## src/rtl/lvd_pkg.sv

```systemverilog
/*
  Constants of the low-voltage detector block: register map, fields,
  reset values, timing and the threshold table.
  Assumes a single 250 MHz system clock and a 32-bit AXI4-Lite register bus.
*/
package lvd_pkg;

  // ----------------------------------------------------------------------
  // Clock and timing
  // ----------------------------------------------------------------------
  localparam int unsigned CLK_PERIOD_PS     = 4000;
  localparam int unsigned IRQ_DELAY_NS      = 1000;
  // Least time: round up to whole cycles, never below one
  localparam int unsigned IRQ_DELAY_CYC_RAW =
    (IRQ_DELAY_NS * 1000 + CLK_PERIOD_PS - 1) / CLK_PERIOD_PS;
  localparam int unsigned IRQ_DELAY_CYC     = (IRQ_DELAY_CYC_RAW < 1) ? 1 : IRQ_DELAY_CYC_RAW;
  localparam int unsigned DLY_W             = 12;

  // ----------------------------------------------------------------------
  // Register map (byte addresses)
  // ----------------------------------------------------------------------
  localparam logic [7:0] ADDR_CTRL      = 8'h00;
  localparam logic [7:0] ADDR_IRQ_STAT  = 8'h04;
  localparam logic [7:0] ADDR_IRQ_MASK  = 8'h08;
  localparam logic [7:0] ADDR_IRQ_SET   = 8'h0C;
  localparam logic [7:0] ADDR_THRESH_MV = 8'h10;

  // ----------------------------------------------------------------------
  // Control register fields
  // ----------------------------------------------------------------------
  localparam int unsigned CTRL_FLAG_BIT = 5;
  localparam int unsigned CTRL_EN_BIT   = 4;
  localparam int unsigned CTRL_BG_BIT   = 3;
  localparam int unsigned CTRL_SEL_LSB  = 0;
  localparam int unsigned SEL_W         = 3;
  localparam int unsigned CTRL_W        = 8;
  localparam logic [4:0]  CTRL_RW_RST   = 5'h00;

  // ----------------------------------------------------------------------
  // Interrupt status / mask fields
  // ----------------------------------------------------------------------
  localparam int unsigned IRQ_W         = 2;
  localparam int unsigned IRQ_DET_BIT   = 0;
  localparam int unsigned IRQ_CLR_BIT   = 1;
  localparam logic [1:0]  IRQ_RST       = 2'h0;

  // ----------------------------------------------------------------------
  // Bus responses
  // ----------------------------------------------------------------------
  localparam logic [1:0] RESP_OKAY   = 2'h0;
  localparam logic [1:0] RESP_SLVERR = 2'h2;

  // Threshold in millivolts for each select code
  localparam logic [15:0] THRESH_MV [8] = '{16'h07D0, 16'h0898, 16'h0960, 16'h0A8C,
                                            16'h0BB8, 16'h0CE4, 16'h0E10, 16'h0FA0};

  typedef enum logic [2:0] {
    LVD_REG_CTRL, LVD_REG_STAT, LVD_REG_MASK, LVD_REG_SET, LVD_REG_THR, LVD_REG_NONE
  } lvd_reg_t;

endpackage : lvd_pkg

```

## src/rtl/lvd_dly_if.sv

```systemverilog
/*
  Carrier between the main block and its interrupt delay timer.
  Assumes both ends run on the same system clock.
*/
interface lvd_dly_if;
  logic flag_level;   // Synchronised low-voltage flag, gated by enable
  logic elapsed;      // One-cycle pulse when the delay has run out

  modport ctrl  (output flag_level, input  elapsed);
  modport timer (input  flag_level, output elapsed);
endinterface : lvd_dly_if

```

## src/rtl/lvd_top.sv

```systemverilog
/*
  Low-voltage detector control: control/status register, comparator
  synchronisation, delayed interrupt request flag and idle wake-up, all
  reached over AXI4-Lite. Assumes an analog comparator that reports the
  supply below the selected threshold on an asynchronous level, and a
  power manager that reports SLEEP and IDLE as synchronous levels.
*/
// The AXI4-Lite register port and the register addresses were decided locally.
// Operation
// - Control register bits 7 and 6 always read as zero.
// - Bit 5 is the read-only low-voltage flag; writes to it are ignored.
// - Bit 3 enables the bandgap buffer when one, disables when zero.
// - Bits 2..0 pick one of eight thresholds, 2.0 V up to 4.0 V.
// - Flag is high while supply is below threshold, low while above.
// - In SLEEP the detector is off whatever the enable bit says.
// - Every flag transition near the threshold passes through, none latched.
// - Interrupt request flag sets only after a fixed delay after flag rise; a write to the set register also sets it at once.
// - Interrupt request flag becoming set wakes the device from IDLE.
// - Enable bit set turns the detector on; cleared turns it off.
// - Wake-up follows the flag rise regardless of the interrupt mask.

module lvd_top (
  // Clock and reset
  input  wire logic        i_ref_clk,
  input  wire logic        i_srst,
  // AXI4-Lite write address
  input  wire logic        i_awvalid,
  output logic             o_awready,
  input  wire logic [7:0]  i_awaddr,
  // AXI4-Lite write data
  input  wire logic        i_wvalid,
  output logic             o_wready,
  input  wire logic [31:0] i_wdata,
  input  wire logic [3:0]  i_wstrb,
  // AXI4-Lite write response
  output logic             o_bvalid,
  input  wire logic        i_bready,
  output logic [1:0]       o_bresp,
  // AXI4-Lite read address
  input  wire logic        i_arvalid,
  output logic             o_arready,
  input  wire logic [7:0]  i_araddr,
  // AXI4-Lite read data
  output logic             o_rvalid,
  input  wire logic        i_rready,
  output logic [31:0]      o_rdata,
  output logic [1:0]       o_rresp,
  // Power state
  input  wire logic        i_sleep_mode,
  input  wire logic        i_idle_mode,
  // Analog comparator side
  input  wire logic        i_cmp_below,
  output logic             o_detector_on,
  output logic             o_bandgap_buffer_en,
  output logic [2:0]       o_threshold_select,
  // System events
  output logic             o_irq,
  output logic             o_wake_idle
);

  // ----------------------------------------------------------------------
  // Register decode, shared by the read and write paths
  // ----------------------------------------------------------------------
  function automatic lvd_pkg::lvd_reg_t decode(input logic [7:0] addr);
    if (addr == lvd_pkg::ADDR_CTRL) begin
      return lvd_pkg::LVD_REG_CTRL;
    end else if (addr == lvd_pkg::ADDR_IRQ_STAT) begin
      return lvd_pkg::LVD_REG_STAT;
    end else if (addr == lvd_pkg::ADDR_IRQ_MASK) begin
      return lvd_pkg::LVD_REG_MASK;
    end else if (addr == lvd_pkg::ADDR_IRQ_SET) begin
      return lvd_pkg::LVD_REG_SET;
    end else if (addr == lvd_pkg::ADDR_THRESH_MV) begin
      return lvd_pkg::LVD_REG_THR;
    end else begin
      return lvd_pkg::LVD_REG_NONE;
    end
  endfunction : decode

  // ----------------------------------------------------------------------
  // Declarations
  // ----------------------------------------------------------------------
  logic                          detector_enable_bit_q;
  logic                          bandgap_buffer_enable_q;
  logic [lvd_pkg::SEL_W-1:0]     threshold_select_q;
  logic                          low_volt_out_flag_q;
  logic                          flag_prev_q;
  logic [lvd_pkg::IRQ_W-1:0]     irq_stat_q;
  logic [lvd_pkg::IRQ_W-1:0]     irq_mask_q;
  logic                          irq_det_prev_q;
  logic                          aw_held_q;
  logic                          w_held_q;
  logic [7:0]                    awaddr_q;
  logic [7:0]                    wbyte_q;
  logic                          wlane_q;
  logic                          cmp_sync;
  logic                          det_active;
  logic                          aw_hs;
  logic                          w_hs;
  logic                          wr_go;
  logic                          ar_hs;
  lvd_pkg::lvd_reg_t             wr_reg;
  lvd_pkg::lvd_reg_t             rd_reg;
  logic [lvd_pkg::IRQ_W-1:0]     irq_set_ev;
  logic [lvd_pkg::IRQ_W-1:0]     irq_clr_wr;
  logic [lvd_pkg::IRQ_W-1:0]     irq_set_wr;
  logic [lvd_pkg::CTRL_W-1:0]    ctrl_view;
  logic [31:0]                   rd_word;

  lvd_dly_if dly_if ();

  // ----------------------------------------------------------------------
  // Comparator synchroniser
  // ----------------------------------------------------------------------
  lvd_sync u_sync (
    .i_ref_clk (i_ref_clk),
    .i_srst    (i_srst),
    .i_async   (i_cmp_below),
    .o_sync    (cmp_sync)
  );

  // Detector is live only when enabled and the device is not asleep
  assign det_active = detector_enable_bit_q && !i_sleep_mode;

  // ----------------------------------------------------------------------
  // Analog-facing outputs, all from flip-flops
  // ----------------------------------------------------------------------
  always_ff @(posedge i_ref_clk) begin
    if (i_srst) begin
      o_detector_on       <= 1'b0;
      o_bandgap_buffer_en <= 1'b0;
      o_threshold_select  <= '0;
    end else begin
      o_detector_on       <= det_active;
      o_bandgap_buffer_en <= bandgap_buffer_enable_q;
      o_threshold_select  <= threshold_select_q;
    end
  end

  // ----------------------------------------------------------------------
  // Low-voltage flag: follows the synchronised comparator, no latching
  // ----------------------------------------------------------------------
  always_ff @(posedge i_ref_clk) begin
    if (i_srst) begin
      low_volt_out_flag_q <= 1'b0;
      flag_prev_q         <= 1'b0;
    end else begin
      // Off detector reports no low voltage; an unpowered
      // comparator output means nothing
      low_volt_out_flag_q <= det_active && cmp_sync;
      flag_prev_q         <= low_volt_out_flag_q;
    end
  end

  // ----------------------------------------------------------------------
  // Interrupt delay timer
  // ----------------------------------------------------------------------
  assign dly_if.flag_level = low_volt_out_flag_q;

  lvd_irq_delay u_dly (
    .i_ref_clk (i_ref_clk),
    .i_srst    (i_srst),
    .dly       (dly_if.timer)
  );

  // ----------------------------------------------------------------------
  // Bus handshakes
  // ----------------------------------------------------------------------
  assign aw_hs  = i_awvalid && o_awready;
  assign w_hs   = i_wvalid && o_wready;
  assign wr_go  = aw_held_q && w_held_q && !o_bvalid;
  assign ar_hs  = i_arvalid && o_arready;
  assign wr_reg = decode(awaddr_q);
  assign rd_reg = decode(i_araddr);

  // Write address channel
  always_ff @(posedge i_ref_clk) begin
    if (i_srst) begin
      o_awready <= 1'b1;
      aw_held_q <= 1'b0;
      awaddr_q  <= '0;
    end else if (aw_hs) begin
      o_awready <= 1'b0;
      aw_held_q <= 1'b1;
      awaddr_q  <= i_awaddr;
    end else if (o_bvalid && i_bready) begin
      o_awready <= 1'b1;
      aw_held_q <= 1'b0;
    end
  end

  // Write data channel; only byte lane 0 counts
  always_ff @(posedge i_ref_clk) begin
    if (i_srst) begin
      o_wready <= 1'b1;
      w_held_q <= 1'b0;
      wbyte_q  <= '0;
      wlane_q  <= 1'b0;
    end else if (w_hs) begin
      o_wready <= 1'b0;
      w_held_q <= 1'b1;
      wbyte_q  <= i_wdata[7:0];
      wlane_q  <= i_wstrb[0];
    end else if (o_bvalid && i_bready) begin
      o_wready <= 1'b1;
      w_held_q <= 1'b0;
    end
  end

  // Write response one cycle after both halves are held
  always_ff @(posedge i_ref_clk) begin
    if (i_srst) begin
      o_bvalid <= 1'b0;
      o_bresp  <= lvd_pkg::RESP_OKAY;
    end else if (wr_go) begin
      o_bvalid <= 1'b1;
      o_bresp  <= (wr_reg == lvd_pkg::LVD_REG_NONE) ? lvd_pkg::RESP_SLVERR
                                                    : lvd_pkg::RESP_OKAY;
    end else if (o_bvalid && i_bready) begin
      o_bvalid <= 1'b0;
    end
  end

  // ----------------------------------------------------------------------
  // Control register writes; the flag bit has no storage behind it
  // ----------------------------------------------------------------------
  always_ff @(posedge i_ref_clk) begin
    if (i_srst) begin
      detector_enable_bit_q   <= lvd_pkg::CTRL_RW_RST[lvd_pkg::CTRL_EN_BIT];
      bandgap_buffer_enable_q <= lvd_pkg::CTRL_RW_RST[lvd_pkg::CTRL_BG_BIT];
      threshold_select_q      <= lvd_pkg::CTRL_RW_RST[lvd_pkg::SEL_W-1:0];
    end else if (wr_go && wlane_q && wr_reg == lvd_pkg::LVD_REG_CTRL) begin
      detector_enable_bit_q   <= wbyte_q[lvd_pkg::CTRL_EN_BIT];
      bandgap_buffer_enable_q <= wbyte_q[lvd_pkg::CTRL_BG_BIT];
      threshold_select_q      <= wbyte_q[lvd_pkg::CTRL_SEL_LSB +: lvd_pkg::SEL_W];
    end
  end

  // ----------------------------------------------------------------------
  // Interrupt status: hardware and software set, write-one clears
  // ----------------------------------------------------------------------
  always_comb begin
    irq_set_ev = '0;
    irq_set_ev[lvd_pkg::IRQ_DET_BIT] = dly_if.elapsed;
    irq_set_ev[lvd_pkg::IRQ_CLR_BIT] = flag_prev_q && !low_volt_out_flag_q;
  end

  assign irq_clr_wr = (wr_go && wlane_q && wr_reg == lvd_pkg::LVD_REG_STAT)
                      ? wbyte_q[lvd_pkg::IRQ_W-1:0] : '0;
  // Pre-setting the request flag masks the wake-up edge
  assign irq_set_wr = (wr_go && wlane_q && wr_reg == lvd_pkg::LVD_REG_SET)
                      ? wbyte_q[lvd_pkg::IRQ_W-1:0] : '0;

  // Set wins over a clear in the same cycle
  always_ff @(posedge i_ref_clk) begin
    if (i_srst) begin
      irq_stat_q <= lvd_pkg::IRQ_RST;
    end else begin
      irq_stat_q <= (irq_stat_q & ~irq_clr_wr) | irq_set_ev | irq_set_wr;
    end
  end

  // Mask register
  always_ff @(posedge i_ref_clk) begin
    if (i_srst) begin
      irq_mask_q <= lvd_pkg::IRQ_RST;
    end else if (wr_go && wlane_q && wr_reg == lvd_pkg::LVD_REG_MASK) begin
      irq_mask_q <= wbyte_q[lvd_pkg::IRQ_W-1:0];
    end
  end

  // Level interrupt from unmasked status
  always_ff @(posedge i_ref_clk) begin
    if (i_srst) begin
      o_irq <= 1'b0;
    end else begin
      o_irq <= |(irq_stat_q & irq_mask_q);
    end
  end

  // ----------------------------------------------------------------------
  // Idle wake-up: a rising request flag wakes, mask plays no part
  // ----------------------------------------------------------------------
  always_ff @(posedge i_ref_clk) begin
    if (i_srst) begin
      irq_det_prev_q <= 1'b0;
      o_wake_idle    <= 1'b0;
    end else begin
      irq_det_prev_q <= irq_stat_q[lvd_pkg::IRQ_DET_BIT];
      // A flag already high gives no edge, so no wake-up
      o_wake_idle    <= i_idle_mode && irq_stat_q[lvd_pkg::IRQ_DET_BIT]
                        && !irq_det_prev_q;
    end
  end

  // ----------------------------------------------------------------------
  // Read path
  // ----------------------------------------------------------------------
  always_comb begin
    ctrl_view                          = '0;
    ctrl_view[lvd_pkg::CTRL_FLAG_BIT]  = low_volt_out_flag_q;
    ctrl_view[lvd_pkg::CTRL_EN_BIT]    = detector_enable_bit_q;
    ctrl_view[lvd_pkg::CTRL_BG_BIT]    = bandgap_buffer_enable_q;
    ctrl_view[lvd_pkg::CTRL_SEL_LSB +: lvd_pkg::SEL_W] = threshold_select_q;
  end

  always_comb begin
    rd_word = '0;
    case (rd_reg)
      lvd_pkg::LVD_REG_CTRL: begin
        rd_word[lvd_pkg::CTRL_W-1:0] = ctrl_view;
      end
      lvd_pkg::LVD_REG_STAT: begin
        rd_word[lvd_pkg::IRQ_W-1:0] = irq_stat_q;
      end
      lvd_pkg::LVD_REG_MASK: begin
        rd_word[lvd_pkg::IRQ_W-1:0] = irq_mask_q;
      end
      lvd_pkg::LVD_REG_THR: begin
        rd_word[15:0] = lvd_pkg::THRESH_MV[threshold_select_q];
      end
      default: begin
        rd_word = '0;
      end
    endcase
  end

  // Read channel; answer one cycle after the address is taken
  always_ff @(posedge i_ref_clk) begin
    if (i_srst) begin
      o_arready <= 1'b1;
      o_rvalid  <= 1'b0;
      o_rdata   <= '0;
      o_rresp   <= lvd_pkg::RESP_OKAY;
    end else if (ar_hs) begin
      o_arready <= 1'b0;
      o_rvalid  <= 1'b1;
      o_rdata   <= rd_word;
      o_rresp   <= (rd_reg == lvd_pkg::LVD_REG_NONE) ? lvd_pkg::RESP_SLVERR
                                                     : lvd_pkg::RESP_OKAY;
    end else if (o_rvalid && i_rready) begin
      o_arready <= 1'b1;
      o_rvalid  <= 1'b0;
    end
  end

endmodule : lvd_top

```

## src/rtl/lvd_sync.sv

```systemverilog
/*
  Two-flop synchroniser for the asynchronous comparator output.
  Assumes the input may change at any time relative to the clock.
*/
module lvd_sync (
  // Clock and reset
  input  wire logic i_ref_clk,
  input  wire logic i_srst,
  // Data
  input  wire logic i_async,
  output logic      o_sync
);

  logic meta_q;

  // ----------------------------------------------------------------------
  // Two stages; the first is read by the second only
  // ----------------------------------------------------------------------
  always_ff @(posedge i_ref_clk) begin
    if (i_srst) begin
      meta_q <= 1'b0;
      o_sync <= 1'b0;
    end else begin
      meta_q <= i_async;
      o_sync <= meta_q;
    end
  end

endmodule : lvd_sync

```

## src/rtl/lvd_irq_delay.sv

```systemverilog
/*
  Delay from the low-voltage flag rising to the interrupt request.
  Assumes a synchronised flag level at its input.
*/
module lvd_irq_delay (
  // Clock and reset
  input  wire logic i_ref_clk,
  input  wire logic i_srst,
  // Flag in, elapsed pulse out
  lvd_dly_if.timer  dly
);

  logic [lvd_pkg::DLY_W-1:0] cnt_q;
  logic                      done_q;
  logic                      pulse_q;

  assign dly.elapsed = pulse_q;

  // ----------------------------------------------------------------------
  // Count while the flag stays high; a drop restarts the wait
  // ----------------------------------------------------------------------
  always_ff @(posedge i_ref_clk) begin
    if (i_srst || !dly.flag_level) begin
      cnt_q   <= '0;
      done_q  <= 1'b0;
      pulse_q <= 1'b0;
    end else if (!done_q) begin
      cnt_q   <= cnt_q + 1'b1;
      // One pulse per low-voltage episode
      if (cnt_q == lvd_pkg::DLY_W'(lvd_pkg::IRQ_DELAY_CYC - 1)) begin
        done_q  <= 1'b1;
        pulse_q <= 1'b1;
      end
    end else begin
      pulse_q <= 1'b0;
    end
  end

endmodule : lvd_irq_delay

```

## config.mk

```make
export PLATFORM = sky130hd
export DESIGN_NAME = lvd_top
export DESIGN_NICKNAME = d
export VERILOG_FILES = /design/src/rtl/lvd_pkg.sv /design/src/rtl/lvd_dly_if.sv /design/src/rtl/lvd_top.sv /design/src/rtl/lvd_sync.sv /design/src/rtl/lvd_irq_delay.sv
export SDC_FILE = /design/constraint.sdc
export NUM_CORES = 1
export LEC_CHECK = 0
export ABC_CLOCK_PERIOD_IN_PS = 3500
export BUFFER_PORTS_ARGS = -buffer_cell sky130_fd_sc_hd__buf_2
export CAP_MARGIN = 10
export CORE_MARGIN = 5
export CORE_UTILIZATION = 45
export CTS_CLUSTER_SIZE = 30
export DETAILED_ROUTE_END_ITERATION = 8
export PLACE_DENSITY = 0.7
export SLEW_MARGIN = 20
export SYNTH_ARGS = -nofsm -noshare
export SYNTH_HDL_FRONTEND = slang
export SYNTH_HIERARCHICAL = 1
export SYNTH_SLANG_ARGS = --single-unit
```

## constraint.sdc

```tcl
create_clock -name i_ref_clk -period 3.5 [get_ports i_ref_clk]
set_clock_uncertainty 0.2 [all_clocks]
set_input_delay 0.35 -clock i_ref_clk [delete_from_list [all_inputs] [get_ports i_ref_clk]]
set_output_delay 0.35 -clock i_ref_clk [all_outputs]
set_load 0.03 [all_outputs]
```

; Word level (Yosys, flattened, before mapping)
; Memory sizes are Yosys's and may differ from the RTL's.
; Index checks and enable logic that the tools add are counted.
[op_classes]
addsub = 1
multipliers = 0
div_mod_pow = 0
order_cmp = 1
n_eq_ne = 17
shift = 0
mux = 32
bitwise = 6
n_reduce_logical = 32
[op_table]
columns = op, count
row1 = $eq A8 B4 Y1 const B, 4
row2 = $mux W16, 2
row3 = $mux W3, 8
row4 = $logic_and A1 B1 Y1, 17
row5 = $eq A8 B3 Y1 const B, 2
row6 = $eq A8 B5 Y1 const B, 2
row7 = $logic_not A8 Y1, 2
row8 = $mux W1, 15
row9 = $add A12 B1 Y12 const B, 1
row10 = $eq A12 B8 Y1 const B, 1
row11 = $pmux W6 S2, 1
row12 = $eq A3 B2 Y1 const B, 3
row13 = $eq A3 B3 Y1 const B, 3
row14 = $mux W2, 4
row15 = $mux W8, 1
row16 = $pmux W2 S4, 1
row17 = $reduce_bool A2 Y1, 4
row18 = $eq A3 B1 Y1 const B, 2
row19 = $logic_not A3 Y1, 2
row20 = $and A2 B2 Y2, 2
row21 = $ge A4 B4 Y1 const B, 1
row22 = $logic_not A1 Y1, 4
row23 = $not A3 Y4, 1
row24 = $or A2 B2 Y2, 2
row25 = 3 further kinds, 4
[word_totals]
ff_bits = 76
latchBits = 0
ram_bits = 0
rom_bits = 128
inputBits = 62
output_inout_bits = 48
wordCells = 121
n_memories = 1
[memory_table]
columns = memory, depth, word_bits, read_ports, rd_ports_with_merged_regs, wr, line
row1 = (name not given), 8, 16, 1, 0, 0, lvd_top.sv:320  ; rd_word[15:0] = lvd_pkg::THRESH_MV[threshold_select_q];

; Longest topological paths before layout
[logic_depth]
depth_word = 13
ltp_mapped = 6
mapped_depth_nobuf = 6

; Cells and area by module
; Netlist, hierarchy kept.
[by_module_without_submodules]
columns = module, instances, cells_per_inst, area_each_um2, seq_area_each_um2
row1 = lvd_top, 1, 266, 2354.8, 1081.0
row2 = lvd_irq_delay, 1, 73, 671.9, 280.3
row3 = lvd_sync, 1, 4, 52.6, 40.0

; Least setup slack after synthesis
; Ideal clock, no wire load.
[synth_path]
kind = register to register
startpoint = register awaddr_q[1]
endpoint = register bandgap_buffer_enable_q
setup_time_ns = 0.121
arrival_time_ns = 1.927
t_required_ns = 3.179
slack_ns = 1.251
path_stages_with_launch = 5
path_buffers = 0
synth_period_minus_slack_ns = 2.249
path_cell_list = dfxtp_1 -> or4_4 -> or4_4 -> nor3_4 -> mux2_4
[synth_between]
elab_chain_len = 8
elab_cells_between_ends = 12
cone_classes = eq/ne: 4 / mux: 5 / reduce/logical: 3
[synth_rtl]
columns = element, line
row1 = "start, declared", lvd_top.sv:93  ; logic [7:0] awaddr_q;
row2 = "start signal, assigned", lvd_top.sv:185  ; awaddr_q <= i_awaddr;
row3 = $eq A8 B5 Y1, lvd_top.sv:73  ; end else if (addr == lvd_pkg::ADDR_THRESH_MV) begin
row4 = $mux W1, lvd_top.sv:73
row5 = $mux W3, lvd_top.sv:71  ; end else if (addr == lvd_pkg::ADDR_IRQ_SET) begin
row6 = $mux W3, lvd_top.sv:69  ; end else if (addr == lvd_pkg::ADDR_IRQ_MASK) begin
row7 = $mux W3, lvd_top.sv:67  ; end else if (addr == lvd_pkg::ADDR_IRQ_STAT) begin
row8 = $mux W3 (*), lvd_top.sv:65  ; if (addr == lvd_pkg::ADDR_CTRL) begin
row9 = $logic_not A3 Y1 (*), lvd_top.sv:232  ; end else if (wr_go && wlane_q && wr_reg == lvd_pkg::LVD_REG_CTRL) begin
row10 = $logic_and A1 B1 Y1 (*), lvd_top.sv:232
row11 = "end signal, assigned", lvd_top.sv:230  ; bandgap_buffer_enable_q <= lvd_pkg::CTRL_RW_RST[lvd_pkg::CTRL_BG_BIT];
row12 = "end signal, assigned", lvd_top.sv:234  ; bandgap_buffer_enable_q <= wbyte_q[lvd_pkg::CTRL_BG_BIT];
row13 = "end, declared", lvd_top.sv:84  ; logic bandgap_buffer_enable_q;
; Mark *: on every way between the ends. The rest lies on a longest branch, timed or not.
; A chain may end at the register's enable or synchronous reset.

; Worst setup path in the final report
[layout_path]
startpoint = register awaddr_q[1]
endpoint = register threshold_select_q[2] in the netlist's numbering
[layout_between]
elab_chain_len = 8
elab_cells_between_ends = 12
cone_classes = eq/ne: 4 / mux: 5 / reduce/logical: 3
[layout_rtl]
columns = element, line
row1 = $eq A8 B5 Y1, lvd_top.sv:73
row2 = $mux W1, lvd_top.sv:73
row3 = $mux W3, lvd_top.sv:71
row4 = $mux W3, lvd_top.sv:69
row5 = $mux W3, lvd_top.sv:67
row6 = $mux W3 (*), lvd_top.sv:65
row7 = $logic_not A3 Y1 (*), lvd_top.sv:232
row8 = $logic_and A1 B1 Y1 (*), lvd_top.sv:232
row9 = "end signal, assigned", lvd_top.sv:231  ; threshold_select_q <= lvd_pkg::CTRL_RW_RST[lvd_pkg::SEL_W-1:0];
row10 = "end signal, assigned", lvd_top.sv:235  ; threshold_select_q <= wbyte_q[lvd_pkg::CTRL_SEL_LSB +: lvd_pkg::SEL_W];
row11 = "end, declared", lvd_top.sv:85  ; logic [lvd_pkg::SEL_W-1:0] threshold_select_q;
; Marked as above.

==> qor.csv <==
metric;value;unit
r2r worst-path depth;4;
largest net degree at the start of global routing;29;
initial drt markers;95;
total number of vias;2373;
standard-cell rows;30;
Min-Delay Endpoint;awaddr_q[2];
Cell Chain, Critical Path;or4_4, or4_4, nor3_4, mux2_4;
Post-synth EDFFs;0;
P_sw;0.396;mW
switching portion of total power;24.0;%
Final nets;470;
share of cells above drive strength 1;21.0;%
ys async rst share;0;%
Cell Count, Final, Fillers Out;485;
FMAX;427;MHz
Antenna Cells;0;
Overall Global Routing Usage;13.9;%
Synth Flop Type;dfxtp_1;
critical path class;register to register;
DR pass1 iterations;4;
Crit. End Element;register;
Setup WS pre-CTS;1.16;ns
Syn. warnings;6;
period utilization;66.8;%
Max Buffers Root-to-Sink;2;
Total Wirelength;5.82;mm
Starting Density;45.8;%
Slowest cell on crit path;or4_4;
required time of the worst setup path;3.53;ns
detailed placer's ending HPWL;4.32;mm
Final Max Tran Viols;0;
clk sinks;70;
Slew HR;52.9;%
Root Driver;clkbuf_8;
Ports;110;
Hold Vio Cnt, Final;0;
sequential area share after synthesis;45.5;%
initial antenna violation count;0;
Die Ht;92.7;um
Max H-tree Level;3;
#FFs+latches synth;70;
hold-critical path depth;3;
CP startpoint;awaddr_q[1];
Top delay family on crit path;simple AND/OR/NAND/NOR gates;
Core Region;0.00672;mm2
Clk pwr share;41.8;%
clock slew at reported path FFs;0.07;ns
setup ws final;1.16;ns
critical path buffer and inverter count;0;
Int Pwr;1.26;mW
hold path start;i_awaddr[2];
FF-to-FF setup slack;1.16;ns
Cells after Synth;343;
global-route wire length before repair;9.69;mm
minimum clock period;2.34;ns
post-cts sizing count;0;
synthesized cell area;0.00308;mm2
Tightest Hold Check Type;input port to register;
total gr overflow;0;
Clk Latency, worst-skew pair;0.33;ns
Area Overhead vs Synth;15.7;%
Inserted Clock Buffers;9;
post-route setup TNS;0;ns
Pwr Density;464;mW/mm2
Fillers;642;
Yosys top cell area share;45.5;%
PortBufs;57;
Final Setup Violations;0;
Die X;92.7;um
syn_area_per_cell;8.98;um2
drt drc;0;
arrival time at the worst endpoint;2.37;ns
RR Endpoint;threshold_select_q[2];
TritonCTS clock tree;built;
placed cells;468;
Netlist cell types;48;
Comb pwr share;7.9;%
Worst VDD drop;202;uV
unrepaired setup endpoints after global routing;no;
r2r startpoint;awaddr_q[1];
status;finished clean;
total die area;0.00860;mm2
drt wl/cell;12.0;um
vias in the first global route;2205;
worst-path fanout max;5;
slowest cell delay on critical path;0.56;ns
largest cells by area after synthesis;dfxtp_1 46%, nand2_1 5.5%, a21oi_1 5.4%, buf_4 5.4%, mux2i_1 3.9%;
Critical Path Start Type;register;
Max-Cap Viols;0;
routability cong.;0.757;
WHS;0.0489;ns
DR vias/cell;4.89;
Most Frequent Cell on Critical Path;or4_4;
Worst-Margin Slew;0.704;ns
antenna viol nets, final;0;
area leader, netlist;dfxtp_1;
Flop pwr share;50.3;%
P_leak;1.54;nW
-- how the worst max path moves through the flow --
stage / to / slack (ns) / depth (start not counted)
global route: bandgap_buffer_enable_q / 1.08 / 4
floorplan: bandgap_buffer_enable_q / 1.25 / 4
CTS: threshold_select_q[2] / 1.15 / 4
finish: threshold_select_q[2] / 1.16 / 4
global placement: bandgap_buffer_enable_q / 1.17 / 4
detailed placement: threshold_select_q[2] / 1.16 / 4
-- flip-flops by register name (all words and copies together), names as in the netlist, 2 cells and up --
signal and count:
o_threshold_select 3, threshold_select_q 3, awaddr_q 8, o_rdata 12, u_dly/cnt_q 12, irq_stat_q 2, wbyte_q 5, irq_mask_q 2
-- worst min-delay path, stage by stage --
cell and delay [ns]:
buf_2 0.10, nand2_1 0.05, a21oi_1 0.05
-- cells in the final DEF, fill, tap and decap left out, types with 6 or more instances in the layout --
cell type	synthesis	layout
nand2_1	45	45
inv_1	11	11
nand4_1	6	6
dfxtp_1	70	70
nand2b_1	14	14
nor2_1	21	21
nor2b_1	10	10
nand3_1	7	7
conb_1	1	22
a21oi_1	33	33
buf_2	1	57
mux2i_1	12	12
clkbuf_8	0	9
ha_1	8	8
o21ai_0	19	19
-- power groups by stage --
stage	clock network (mW)	logic [mW]	registers (mW)
finish	0.691	0.130	0.831
global route	0.753	0.144	0.833
floorplan	0	0.103	0.856
global placement	0	0.128	0.848
detailed placement	0	0.130	0.849
CTS	0.713	0.131	0.831
-- synth_stat cells (all sizes together) (6+ instances only) --
library cell	instances
buf	25
inv	11
a21oi	33
or4	6
nand2	45
nand4	6
dfxtp	70
ha	8
nand2b	14
mux2i	12
nor2b	10
o21ai	20
nand3	7
clkbuf	9
nor2	21
-- kinds of logic (layout without fill, tap and decap cells) --
kind of cell	count (synthesis)	in the layout	share of synthesized area, %
simple gates	131	131	23.8
flops	70	70	45.5
compound gates	68	68	12.4
buf+inv	45	86	8.21
mux	16	16	5.61
fa+ha+maj	8	8	3.25
xor+xnor	4	4	1.14
other cells	1	22	0.122
-- per-layer routing --
metal	vias up	part of all wire (%)	track usage [%]
li1	1252	-	-
met2	64	45	22.4
met1	1045	46	16.8
met3	12	6.6	3.90
met4	0	1.9	7.45
met5	-	0	0
-- metrics by stage --
stage | cell area (um2) | power (mW) | utilization, %
final | 3560 | 1.65 | 53.0
after global routing | 3560 | 1.73 | 53.0
after CTS | 3560 | 1.67 | 53.0
after detailed placement | 3340 | 0.979 | 49.7
after global placement | 3340 | 0.976 | 49.7
after floorplan | 3160 | 0.959 | -
-- timing repair --
| item | 4_1_cts | 5_1_grt |
|---|---|---|
| hold buffers | 1 | 0 |
| buffers inserted | 0 | 0 |
| hold endpoints to repair | 1 | 0 |
-- layout make-up --
class | count | area, um2 | share of cell area, %
clock inverters | 6 | 86.3 | 2.42
clock buffers | 10 | 128 | 3.58
well taps | 80 | 100 | 2.81
flip-flops and latches | 70 | 1400 | 39.3
inverters | 11 | 41.3 | 1.16
repair buffers | 59 | 303 | 8.50
multi-input cells | 249 | 1500 | 42.2
Power figures use the tool's default switching activity.
